[src/tmr_pkg.sv]
package tmr_pkg;
  // ==========================================================
  // Register map
  localparam logic [7:0] ADDR_TIMER_CTRL = 8'h88;
  localparam logic [7:0] ADDR_TIMER_MODE = 8'h89;
  localparam logic [7:0] ADDR_C0_LOW = 8'h8a;
  localparam logic [7:0] ADDR_C1_LOW = 8'h8b;
  localparam logic [7:0] ADDR_C0_HIGH = 8'h8c;
  localparam logic [7:0] ADDR_C1_HIGH = 8'h8d;
  localparam logic [7:0] ADDR_CLOCK_CTRL = 8'h8e;
  localparam logic [7:0] ADDR_IRQ_STATUS = 8'h98;
  localparam logic [7:0] ADDR_IRQ_CLEAR = 8'h99;
  localparam logic [7:0] ADDR_IRQ_ENABLE = 8'h9a;

  // ==========================================================
  // Field positions and reset values
  localparam int unsigned OV1_BIT = 7;
  localparam int unsigned RUN1_BIT = 6;
  localparam int unsigned OV0_BIT = 5;
  localparam int unsigned RUN0_BIT = 4;
  localparam int unsigned EF1_BIT = 3;
  localparam int unsigned ET1_BIT = 2;
  localparam int unsigned EF0_BIT = 1;
  localparam int unsigned ET0_BIT = 0;
  localparam int unsigned CLK_SEL_ONE_BIT = 4;
  localparam int unsigned CLK_SEL_ZERO_BIT = 3;
  localparam logic [7:0] CLK_CTRL_MASK = 8'h18;
  localparam int unsigned IRQ_OV0 = 0;
  localparam int unsigned IRQ_EF0 = 1;
  localparam int unsigned IRQ_OV1 = 2;
  localparam int unsigned IRQ_EF1 = 3;
  localparam logic [7:0] BYTE_RESET = 8'h00;
  localparam logic [3:0] IRQ_RESET = 4'h0;

  // ==========================================================
  // Timing
  localparam int unsigned SYS_CLK_HZ = 50_000_000;
  localparam int unsigned INTERNAL_DIV = 12;

  // ==========================================================
  // Types
  typedef enum logic [1:0] {
    MODE_13BIT = 2'b00,
    MODE_16BIT = 2'b01,
    MODE_RELOAD = 2'b10,
    MODE_SPLIT = 2'b11
  } tmr_mode_t;

  typedef struct packed {
    logic gate;
    logic ct_sel;
    tmr_mode_t mode;
  } tmr_cfg_t;

  typedef struct packed {
    logic [7:0] hi;
    logic [7:0] lo;
    logic ovf;
  } count_step_t;

  typedef struct packed {
    logic tmr_one;
    logic ext_one;
    logic tmr_zero;
    logic ext_zero;
  } isr_ack_t;

  // One increment of a timer in modes 0..2; mode 3 leaves it untouched
  function automatic count_step_t count_step(input tmr_mode_t mode, input logic [7:0] hi, input logic [7:0] lo);
    count_step_t r;
    logic [13:0] s13;
    logic [16:0] s16;
    logic [8:0] s8;
    s13 = {1'b0, hi, lo[4:0]} + 14'h0001;
    s16 = {1'b0, hi, lo} + 17'h00001;
    s8 = {1'b0, lo} + 9'h001;
    r.hi = hi;
    r.lo = lo;
    r.ovf = 1'b0;
    case (mode)
      MODE_13BIT: begin
        r.hi = s13[12:5];
        r.lo = {lo[7:5], s13[4:0]};
        r.ovf = s13[13];
      end
      MODE_16BIT: begin
        r.hi = s16[15:8];
        r.lo = s16[7:0];
        r.ovf = s16[16];
      end
      MODE_RELOAD: begin
        r.lo = s8[8] ? hi : s8[7:0];
        r.ovf = s8[8];
      end
      default: begin
        r.ovf = 1'b0;
      end
    endcase
    return r;
  endfunction
endpackage

[src/count_source.sv]
`timescale 1ns/1ps
`default_nettype none
module count_source (
  input wire logic mclk_i,
  input wire logic rst_n_i,
  input wire logic div_tick_i,
  input wire logic clk_sel_i,
  input wire logic ct_sel_i,
  input wire logic count_pin_i,
  output logic internal_tick_o,
  output logic tick_o
);
  logic pin_prev;

  // Idle high so a pin held low out of reset counts as one falling edge
  always_ff @(posedge mclk_i or negedge rst_n_i) begin
    if (!rst_n_i) begin
      pin_prev <= 1'b1;
    end else begin
      pin_prev <= count_pin_i;
    end
  end

  assign internal_tick_o = clk_sel_i | div_tick_i; // RULE14
  assign tick_o = ct_sel_i ? (pin_prev & ~count_pin_i) : internal_tick_o; // RULE7
endmodule
`default_nettype wire

[src/ext_irq_detect.sv]
`timescale 1ns/1ps
`default_nettype none
module ext_irq_detect (
  input wire logic mclk_i,
  input wire logic rst_n_i,
  input wire logic pin_i,
  input wire logic edge_type_i,
  input wire logic wr_en_i,
  input wire logic wr_val_i,
  input wire logic isr_clr_i,
  output logic flag_o,
  output logic set_o
);
  logic pin_prev;
  logic next_flag;
  wire fall = pin_prev & ~pin_i;

  assign set_o = edge_type_i ? (fall & ~flag_o) : (~pin_i & ~flag_o);

  // ==========================================================
  // Flag update, detection beats any clear in the same cycle
  always_comb begin
    if (!edge_type_i) begin
      next_flag = ~pin_i; // RULE4 RULE5
    end else if (fall) begin
      next_flag = 1'b1; // RULE3 RULE5
    end else if (isr_clr_i) begin
      next_flag = 1'b0; // RULE3
    end else if (wr_en_i) begin
      next_flag = wr_val_i;
    end else begin
      next_flag = flag_o;
    end
  end

  always_ff @(posedge mclk_i or negedge rst_n_i) begin
    if (!rst_n_i) begin
      pin_prev <= 1'b1;
      flag_o <= 1'b0;
    end else begin
      pin_prev <= pin_i;
      flag_o <= next_flag;
    end
  end
endmodule
`default_nettype wire

[src/dual_timer_counter.sv]
`timescale 1ns/1ps
`default_nettype none
// What this block does
// RULE1: Overflow sets a timer's flag; ISR entry clears it; software may write it.
// RULE2: Run bit enables a timer; clearing it freezes both count bytes.
// RULE3: Edge mode: falling edge sets external flag until software or ISR clears it.
// RULE4: Level mode: external flag mirrors the inverted pin; software writes ignored.
// RULE5: Trigger-type bit: 0 selects low level, 1 selects falling edge.
// RULE6: Gate 0 counts on run alone; gate 1 also needs the interrupt pin high.
// RULE7: Counter select 0 uses internal clock; 1 counts count-pin falling edges.
// RULE8: Mode 00 is 13-bit, 01 is 16-bit, 10 is 8-bit auto-reload from high byte.
// RULE9: Second timer in mode 11 stops and holds its count.
// RULE10: First timer in mode 11 splits into two independent 8-bit timers.
// RULE11: Mode register upper nibble configures second timer, lower nibble the first.
// RULE12: First timer low byte is read/write and resets to zero.
// RULE13: Control register bits can each be written on their own.
// RULE14: Internal clock is system clock over 12, or undivided when select is 1.
// RULE15: Auto-reload overflow loads low byte from high byte and sets the flag.
// RULE16: 13-bit count is high byte plus low five bits; wrap to zero sets flag.
// RULE17: In split mode the high-byte timer takes second timer run and overflow flag.
module dual_timer_counter (
  input wire logic mclk_i,
  input wire logic nrst_i,
  input wire logic [7:0] reg_addr_i,
  input wire logic [7:0] reg_wdata_i,
  input wire logic reg_wr_i,
  input wire logic reg_rd_i,
  input wire logic ctrl_bit_wr_i,
  input wire logic [2:0] ctrl_bit_sel_i,
  input wire logic ctrl_bit_val_i,
  input wire tmr_pkg::isr_ack_t isr_enter_i,
  input wire logic ext_irq_zero_pin_i,
  input wire logic ext_irq_one_pin_i,
  input wire logic count_pin_zero_i,
  input wire logic count_pin_one_i,
  output logic [7:0] reg_rdata_o,
  output tmr_pkg::isr_ack_t ctrl_flags_o,
  output logic irq_o
);
  import tmr_pkg::*;

  // ==========================================================
  // Reset release
  logic rst_meta;
  logic rst_n;

  always_ff @(posedge mclk_i or negedge nrst_i) begin
    if (!nrst_i) begin
      rst_meta <= 1'b0;
      rst_n <= 1'b0;
    end else begin
      rst_meta <= 1'b1;
      rst_n <= rst_meta;
    end
  end

  // ==========================================================
  // Registers
  logic tmr_one_overflow_flag;
  logic tmr_one_run;
  logic tmr_zero_overflow_flag;
  logic tmr_zero_run;
  logic ext_irq_one_type;
  logic ext_irq_zero_type;
  logic ext_irq_one_flag;
  logic ext_irq_zero_flag;
  logic [7:0] timer_mode;

  // No snapshot: a running timer's two bytes can tear when read
  logic [7:0] timer_zero_count_low;
  logic [7:0] timer_zero_count_high;
  logic [7:0] timer_one_count_low;
  logic [7:0] timer_one_count_high;
  logic [7:0] clock_ctrl;

  logic [3:0] irq_status;
  logic [3:0] irq_enable;

  logic [3:0] div_cnt;
  logic div_tick;

  // ==========================================================
  // Bus decode
  wire wr_ctrl = reg_wr_i && (reg_addr_i == ADDR_TIMER_CTRL);
  wire wr_mode = reg_wr_i && (reg_addr_i == ADDR_TIMER_MODE);

  wire wr_t0l = reg_wr_i && (reg_addr_i == ADDR_C0_LOW);
  wire wr_t0h = reg_wr_i && (reg_addr_i == ADDR_C0_HIGH);
  wire wr_t1l = reg_wr_i && (reg_addr_i == ADDR_C1_LOW);
  wire wr_t1h = reg_wr_i && (reg_addr_i == ADDR_C1_HIGH);
  wire wr_clk = reg_wr_i && (reg_addr_i == ADDR_CLOCK_CTRL);
  wire wr_iclr = reg_wr_i && (reg_addr_i == ADDR_IRQ_CLEAR);
  wire wr_ien = reg_wr_i && (reg_addr_i == ADDR_IRQ_ENABLE);

  // Whole-byte writes and single-bit writes share one per-bit enable
  wire [7:0] ctrl_we = wr_ctrl ? 8'hff : (ctrl_bit_wr_i ? (8'h01 << ctrl_bit_sel_i) : 8'h00); // RULE13
  wire [7:0] ctrl_wv = wr_ctrl ? reg_wdata_i : {8{ctrl_bit_val_i}}; // RULE13

  wire [7:0] ctrl_rd = {tmr_one_overflow_flag, tmr_one_run, tmr_zero_overflow_flag, tmr_zero_run,
                        ext_irq_one_flag, ext_irq_one_type, ext_irq_zero_flag, ext_irq_zero_type};

  logic [7:0] rd_mux;
  always_comb begin
    case (reg_addr_i)
      ADDR_TIMER_CTRL: rd_mux = ctrl_rd;
      ADDR_TIMER_MODE: rd_mux = timer_mode;
      ADDR_C0_LOW: rd_mux = timer_zero_count_low; // RULE12
      ADDR_C0_HIGH: rd_mux = timer_zero_count_high;
      ADDR_C1_LOW: rd_mux = timer_one_count_low;
      ADDR_C1_HIGH: rd_mux = timer_one_count_high;
      ADDR_CLOCK_CTRL: rd_mux = clock_ctrl;
      ADDR_IRQ_STATUS: rd_mux = {4'h0, irq_status};
      ADDR_IRQ_ENABLE: rd_mux = {4'h0, irq_enable};
      default: rd_mux = 8'h00;
    endcase
  end

  // ==========================================================
  // Divide-by-12 prescaler shared by both timers
  always_ff @(posedge mclk_i or negedge rst_n) begin
    if (!rst_n) begin
      div_cnt <= 4'h0;
      div_tick <= 1'b0;
    end else begin
      div_tick <= (div_cnt == 4'(INTERNAL_DIV - 1)); // RULE14
      div_cnt <= (div_cnt == 4'(INTERNAL_DIV - 1)) ? 4'h0 : div_cnt + 4'h1;
    end
  end

  // ==========================================================
  // Timer configuration and clock sources
  wire tmr_cfg_t cfg_one = tmr_cfg_t'(timer_mode[7:4]); // RULE11
  wire tmr_cfg_t cfg_zero = tmr_cfg_t'(timer_mode[3:0]); // RULE11
  wire split = (cfg_zero.mode == MODE_SPLIT);
  logic tick_zero;
  logic tick_one;
  logic int_tick_zero;

  count_source u_src_zero (
    .mclk_i(mclk_i),
    .rst_n_i(rst_n),
    .div_tick_i(div_tick),
    .clk_sel_i(clock_ctrl[CLK_SEL_ZERO_BIT]),
    .ct_sel_i(cfg_zero.ct_sel),
    .count_pin_i(count_pin_zero_i),
    .internal_tick_o(int_tick_zero),
    .tick_o(tick_zero)
  );

  count_source u_src_one (
    .mclk_i(mclk_i),
    .rst_n_i(rst_n),
    .div_tick_i(div_tick),
    .clk_sel_i(clock_ctrl[CLK_SEL_ONE_BIT]),
    .ct_sel_i(cfg_one.ct_sel),
    .count_pin_i(count_pin_one_i),
    .internal_tick_o(),
    .tick_o(tick_one)
  );

  // Gate lets an external pulse width be measured by holding the pin high
  wire en_zero = tmr_zero_run & (~cfg_zero.gate | ext_irq_zero_pin_i) & tick_zero; // RULE2 RULE6
  wire en_one = tmr_one_run & (~cfg_one.gate | ext_irq_one_pin_i) & tick_one; // RULE2 RULE6
  // Split high byte is a pure timer: internal clock, run bit of the second timer
  wire en_high_split = split & tmr_one_run & int_tick_zero; // RULE10 RULE17

  wire count_step_t step_zero = count_step(cfg_zero.mode, timer_zero_count_high, timer_zero_count_low); // RULE8
  wire count_step_t step_one = count_step(cfg_one.mode, timer_one_count_high, timer_one_count_low); // RULE8 RULE9

  wire ovf_zero = en_zero & (split ? (&timer_zero_count_low) : step_zero.ovf); // RULE10 RULE16 RULE15
  wire ovf_high_split = en_high_split & (&timer_zero_count_high); // RULE17
  // Second timer still counts under split mode but raises no flag
  wire ovf_one = (en_one & step_one.ovf & ~split) | ovf_high_split; // RULE17

  // ==========================================================
  // Count updates; a software write wins over a count in that cycle
  logic [7:0] next_t0l;
  logic [7:0] next_t0h;
  logic [7:0] next_t1l;
  logic [7:0] next_t1h;

  always_comb begin
    next_t0l = timer_zero_count_low;
    next_t0h = timer_zero_count_high;
    next_t1l = timer_one_count_low;
    next_t1h = timer_one_count_high;
    if (en_zero) begin
      next_t0l = split ? timer_zero_count_low + 8'h01 : step_zero.lo; // RULE10 RULE15
      next_t0h = split ? timer_zero_count_high : step_zero.hi; // RULE16
    end

    if (en_high_split) begin
      next_t0h = timer_zero_count_high + 8'h01; // RULE10
    end
    if (en_one) begin
      next_t1l = step_one.lo; // RULE8 RULE9
      next_t1h = step_one.hi;
    end

    if (wr_t0l) next_t0l = reg_wdata_i; // RULE12
    if (wr_t0h) next_t0h = reg_wdata_i;
    if (wr_t1l) next_t1l = reg_wdata_i;
    if (wr_t1h) next_t1h = reg_wdata_i;
  end

  // ==========================================================
  // Overflow flags: hardware set wins over any clear
  // Software may set a flag; that raises no status event
  wire next_ov0 = ovf_zero ? 1'b1 : isr_enter_i.tmr_zero ? 1'b0 :
                  ctrl_we[OV0_BIT] ? ctrl_wv[OV0_BIT] : tmr_zero_overflow_flag; // RULE1
  wire next_ov1 = ovf_one ? 1'b1 : isr_enter_i.tmr_one ? 1'b0 :
                  ctrl_we[OV1_BIT] ? ctrl_wv[OV1_BIT] : tmr_one_overflow_flag; // RULE1

  // ==========================================================
  // External interrupt flags
  logic ie_zero_set;
  logic ie_one_set;

  ext_irq_detect u_ext_zero (
    .mclk_i(mclk_i),
    .rst_n_i(rst_n),
    .pin_i(ext_irq_zero_pin_i),
    .edge_type_i(ext_irq_zero_type),
    .wr_en_i(ctrl_we[EF0_BIT]),
    .wr_val_i(ctrl_wv[EF0_BIT]),
    .isr_clr_i(isr_enter_i.ext_zero),
    .flag_o(ext_irq_zero_flag),
    .set_o(ie_zero_set)
  );

  ext_irq_detect u_ext_one (
    .mclk_i(mclk_i),
    .rst_n_i(rst_n),
    .pin_i(ext_irq_one_pin_i),
    .edge_type_i(ext_irq_one_type),
    .wr_en_i(ctrl_we[EF1_BIT]),
    .wr_val_i(ctrl_wv[EF1_BIT]),
    .isr_clr_i(isr_enter_i.ext_one),
    .flag_o(ext_irq_one_flag),
    .set_o(ie_one_set)
  );

  // ==========================================================
  // Sticky event status; a new event beats a clear in the same cycle
  logic [3:0] events;
  always_comb begin
    events = 4'h0;
    events[IRQ_OV0] = ovf_zero;
    // Level mode reports only the flag's rise
    events[IRQ_EF0] = ie_zero_set;
    events[IRQ_OV1] = ovf_one;
    events[IRQ_EF1] = ie_one_set;
  end
  wire [3:0] next_status = (irq_status & ~(wr_iclr ? reg_wdata_i[3:0] : 4'h0)) | events;

  // ==========================================================
  // State
  always_ff @(posedge mclk_i or negedge rst_n) begin
    if (!rst_n) begin
      tmr_one_overflow_flag <= 1'b0;
      tmr_one_run <= 1'b0;
      tmr_zero_overflow_flag <= 1'b0;
      tmr_zero_run <= 1'b0;
      ext_irq_one_type <= 1'b0;
      ext_irq_zero_type <= 1'b0;
      timer_mode <= BYTE_RESET;
      timer_zero_count_low <= BYTE_RESET; // RULE12
      timer_zero_count_high <= BYTE_RESET;
      timer_one_count_low <= BYTE_RESET;
      timer_one_count_high <= BYTE_RESET;
      clock_ctrl <= BYTE_RESET;
      irq_status <= IRQ_RESET;
      irq_enable <= IRQ_RESET;
      irq_o <= 1'b0;
      reg_rdata_o <= BYTE_RESET;
    end else begin
      tmr_one_overflow_flag <= next_ov1;
      tmr_zero_overflow_flag <= next_ov0;
      if (ctrl_we[RUN1_BIT]) tmr_one_run <= ctrl_wv[RUN1_BIT];
      if (ctrl_we[RUN0_BIT]) tmr_zero_run <= ctrl_wv[RUN0_BIT];
      if (ctrl_we[ET1_BIT]) ext_irq_one_type <= ctrl_wv[ET1_BIT];
      if (ctrl_we[ET0_BIT]) ext_irq_zero_type <= ctrl_wv[ET0_BIT];

      if (wr_mode) timer_mode <= reg_wdata_i;
      if (wr_clk) clock_ctrl <= reg_wdata_i & CLK_CTRL_MASK;
      if (wr_ien) irq_enable <= reg_wdata_i[3:0];

      timer_zero_count_low <= next_t0l;
      timer_zero_count_high <= next_t0h;
      timer_one_count_low <= next_t1l;
      timer_one_count_high <= next_t1h;
      irq_status <= next_status;
      irq_o <= |(next_status & (wr_ien ? reg_wdata_i[3:0] : irq_enable));
      reg_rdata_o <= reg_rd_i ? rd_mux : 8'h00;
    end
  end

  assign ctrl_flags_o = '{tmr_one: tmr_one_overflow_flag, ext_one: ext_irq_one_flag,
                          tmr_zero: tmr_zero_overflow_flag, ext_zero: ext_irq_zero_flag};
endmodule
`default_nettype wire

[config.mk]
export PLATFORM = sky130hd
export DESIGN_NAME = dual_timer_counter
export DESIGN_NICKNAME = d
export VERILOG_FILES = /design/src/tmr_pkg.sv /design/src/count_source.sv /design/src/ext_irq_detect.sv /design/src/dual_timer_counter.sv
export SDC_FILE = /design/constraint.sdc
export NUM_CORES = 1
export LEC_CHECK = 0
export BUFFER_PORTS_ARGS = -buffer_cell sky130_fd_sc_hd__buf_2
export CAP_MARGIN = 20
export CELL_PAD_IN_SITES_DETAIL_PLACEMENT = 0
export CELL_PAD_IN_SITES_GLOBAL_PLACEMENT = 2
export CORE_MARGIN = 3
export CORE_UTILIZATION = 41
export DETAILED_ROUTE_END_ITERATION = 7
export PLACE_DENSITY = 0.83
export SYNTH_ARGS = -nofsm -noshare
export SYNTH_HDL_FRONTEND = slang
export SYNTH_SLANG_ARGS = --single-unit
[constraint.sdc]
create_clock -name mclk_i -period 3.5 [get_ports mclk_i]
set_input_delay 0.525 -clock mclk_i [delete_from_list [all_inputs] [get_ports mclk_i]]
set_output_delay 0.525 -clock mclk_i [all_outputs]
set_load 0.1 [all_outputs]
==> metrics.md <==
| Metric | Value |
|---|---|
| GPL Wtd Cong | roughly 0.86 |
| Vias | around 4300 |
| Post-route DRC violation count | 0 |
| Actual slew at the worst max-slew pin | between 0.7 and 0.8 ns |
| Worst-path cell chain | ha_1 > o211ai_1 > o31a_1 > a22oi_2 > nand3_1 > xor2_1 > a21oi_1 |
| Max VDD drop | ~0.00028 V |
| Row count | 40 |
| Clk root buf | clkbuf_16 |
| Die X | ~120 µm |
| Post-Syn Instances | roughly 540 |
| Critical Path AT | between 2 and 3 ns |
| Worst Setup SP | timer_mode[0]$_DFFE_PN0P_ |
| Post-place setup slack | around 0.86 ns |
| Total GRT Usage | 0.228 |
| Crit path max-delay cell type | ha_1 |
| Unique masters post-synth | 85 |
| Async S/R FF share, synth | 1.00 |
| #FFs+latches synth | a little under 80 |
| Tmin final | 2.33 ns |
| Run status | complete, no violations |
| Crit start category | register |
| Final setup margin | 1.17 ns |
| Post-layout util | 0.474 |
| Pwr Density | approximately 500 nW/µm² |
| Layout cells sized above 1 | 0.222 |
| Detailed Place HPWL | about 11000 µm |
| Core area | between 10000 and 15000 µm² |
| Top_reg_cell synth | dfrtp_1 |
| Final Hold Viols | 0 |
| Slew Viols, Final | 0 |
| Max transition margin | 0.526 |
| CTS Buf Count | 9 |
| Detailed Routing Iterations Pass 1 | 5 |
| Leak | 2.39 nW |
| Most common cell after layout, fill and taps aside | dfrtp_1 |
| Avg Inst Size Synth | ~9.4 µm² |
| Critical Path Max Stage Delay | 0.50 ns |
| Largest net degree at the start of global routing | slightly below 80 |
| Critical path buffer and inverter count | 0 |
| Number of vias per cell | roughly 5.7 |
| Fin crit share | 0.666 |
| Metal2 WL | 6980 µm |
| Syn. warnings | 0 |
| Worst hold path class | reg -> async |
| Synthesized net count | 586 |
| Max_cap viols | 0 |
| Fin Hold WS | ~0.14 ns |
| Non-filler cells, final | roughly 750 |
| Starting DRT DRC Count | between 300 and 400 |
| Crit end category | register |
| Clock buffer depth | 2 |
| CP Data Required Time | 3.77 ns |
| Placed Area | between 5000 and 6000 µm² |
| Setup Skew | 0.00798 ns |
| Setup tns final | 0 ns |
| Most frequent cells in the layout | dfrtp_1, nor2_1, nand2_1 |
| Area growth syn-to-layout | 12.4% |
| Seq/Total Area, Yosys | 0.384 |
| DP Cell Count | 730 |
| CTS tree | yes |
| Final Cell Area | 5720 µm² |
| Mean routed wirelength per cell | around 20 µm |
| Initial antenna violation count | 0 |
| NumNets Final | 620 |
| Vert. Die Dim | 117 µm |
| Buffer count from post-CTS setup fixing | 0 |
| Starting density of the core | 0.422 |
| Max Fclk | about 0.43 GHz |
| Crit Path Category | reg -> reg |
| Die ar. | 13800 µm² |
| Final WL | 15200 µm |
| Met3 wire len | between 700 and 800 µm |
| Port bufs | 45 |
| GRT overflow | 0 |
| I/O pin cnt | between 40 and 50 |
| First-pass GRT wire length | approximately 24000 µm |
| Uppermost layer routed | met4 |
| Vias in the first global route | around 4300 |
| Number of clock sinks | between 70 and 80 |
| Number of diodes | 0 |
| Unrepaired setup endpoints after global routing | false |
| CP top delay family | compound AO/OA/AOI/OAI gates |
| Post-Syn Area | 5090 µm² |
| Worst-path maximum fanout | 10 |
| Post-synth EDFFs | 0 |
| Design Power | 2.85 mW |
| Clock Latency Late Sink | 0.35 ns |
| CTS clk-pin slew, worst paths | approximately 0.07 ns |
| Final setup fails | 0 |
| Routed Antenna Nets | 0 |
| CTS H-tree lvls | 3 |
| Wl on met1 | roughly 7100 µm |
| R2R Path Start | timer_mode[0]$_DFFE_PN0P_ |
[path summary, 6_finish.rpt]
kind                       depth (start not counted)  slack [ns]                                    to
min                                                0        0.14    timer_one_count_low[5]$_DFFE_PN0P_
max reg2reg                                        7        1.17  timer_zero_count_high[4]$_DFFE_PN0P_
max                                                7        1.17  timer_zero_count_high[4]$_DFFE_PN0P_
min reg2reg                                        0        0.14    timer_one_count_low[5]$_DFFE_PN0P_
max in group asynchronous                          1        2.75          u_ext_one.pin_prev$_DFF_PN1_
min in group mclk_i                                1        0.28         u_src_zero.pin_prev$_DFF_PN1_
[area by class of cell]
| type | instances | area, µm² |
|---|---|---|
| fill | 1200 | 6340 |
| multi-input combinational | 416 | 2920 |
| sequential | 78 | 1960 |
| timing repair buffer | 48 | 270 |
| clock buffer | 9 | 225 |
| tap | 168 | 210 |
| inverter | 22 | 82.6 |
| clock inverter | 7 | 56.3 |
[sequential cells by signal, summed over array words and instances, names as in the netlist, 2 cells and up]
name                   count
irq_status                 4
irq_enable                 4
timer_one_count_high       8
timer_zero_count_low       8
timer_one_count_low        8
clock_ctrl                 2
timer_mode                 8
reg_rdata_o                8
timer_zero_count_high      8
div_cnt                    4
[worst reg2reg max path: stages (launching register included)]
cell      delay (ns)
dfrtp_1         0.44
ha_1            0.50
o211ai_1        0.39
o31a_1          0.22
a22oi_2         0.26
nand3_1         0.13
xor2_1          0.17
a21oi_1         0.15
[Yosys cell counts, drive strengths merged, types with 9 or more instances]
cell / count / area (µm²)
dfrtp: 74 / 1850
inv: 22 / 82.6
nand2b: 9 / 56.3
nand2: 55 / 214
buf: 20 / 114
a21oi: 26 / 130
nor3: 15 / 96.4
nand3: 29 / 165
ha: 12 / 150
nor2: 56 / 218
o21ai: 28 / 140
xor2: 11 / 96.3
nand4: 10 / 83.8
mux2i: 11 / 110
xnor2: 14 / 123
mux2: 23 / 259
[layer usage]
layer,GRT usage,vias up
li1,-,2058
met1,0.321,2053
met2,0.350,125
met3,0.0439,22
met4,0.0843,0
met5,0,-
[cell families (layout without fill, tap and decap cells)]
logic type / after synthesis / after routing / synth area share
AND/OR/NAND/NOR: 207 / 207 / 0.217
adder cells (fa/ha/maj): 12 / 12 / 0.0295
flip-flops: 78 / 78 / 0.384
multiplexers: 38 / 38 / 0.0902
other: 1 / 1 / 0.000737
AO/OA/AOI/OAI: 133 / 133 / 0.193
buffers and inverters: 47 / 86 / 0.0425
XOR/XNOR: 25 / 25 / 0.0430
[what timing repair did]
item / CTS / global route
hold buffers: 1 / 0
endpoints found under the hold margin: 2 / 0
resized for setup: 0 / 0
[report_power, final]
part           leakage (nW)  switching (mW)  internal, mW
Sequential            0.993           0.221          1.01
Combinational          1.27           0.401         0.311
Clock                 0.125           0.420         0.488
Total                  2.39            1.04          1.81
(Power assumes the default switching activity.)
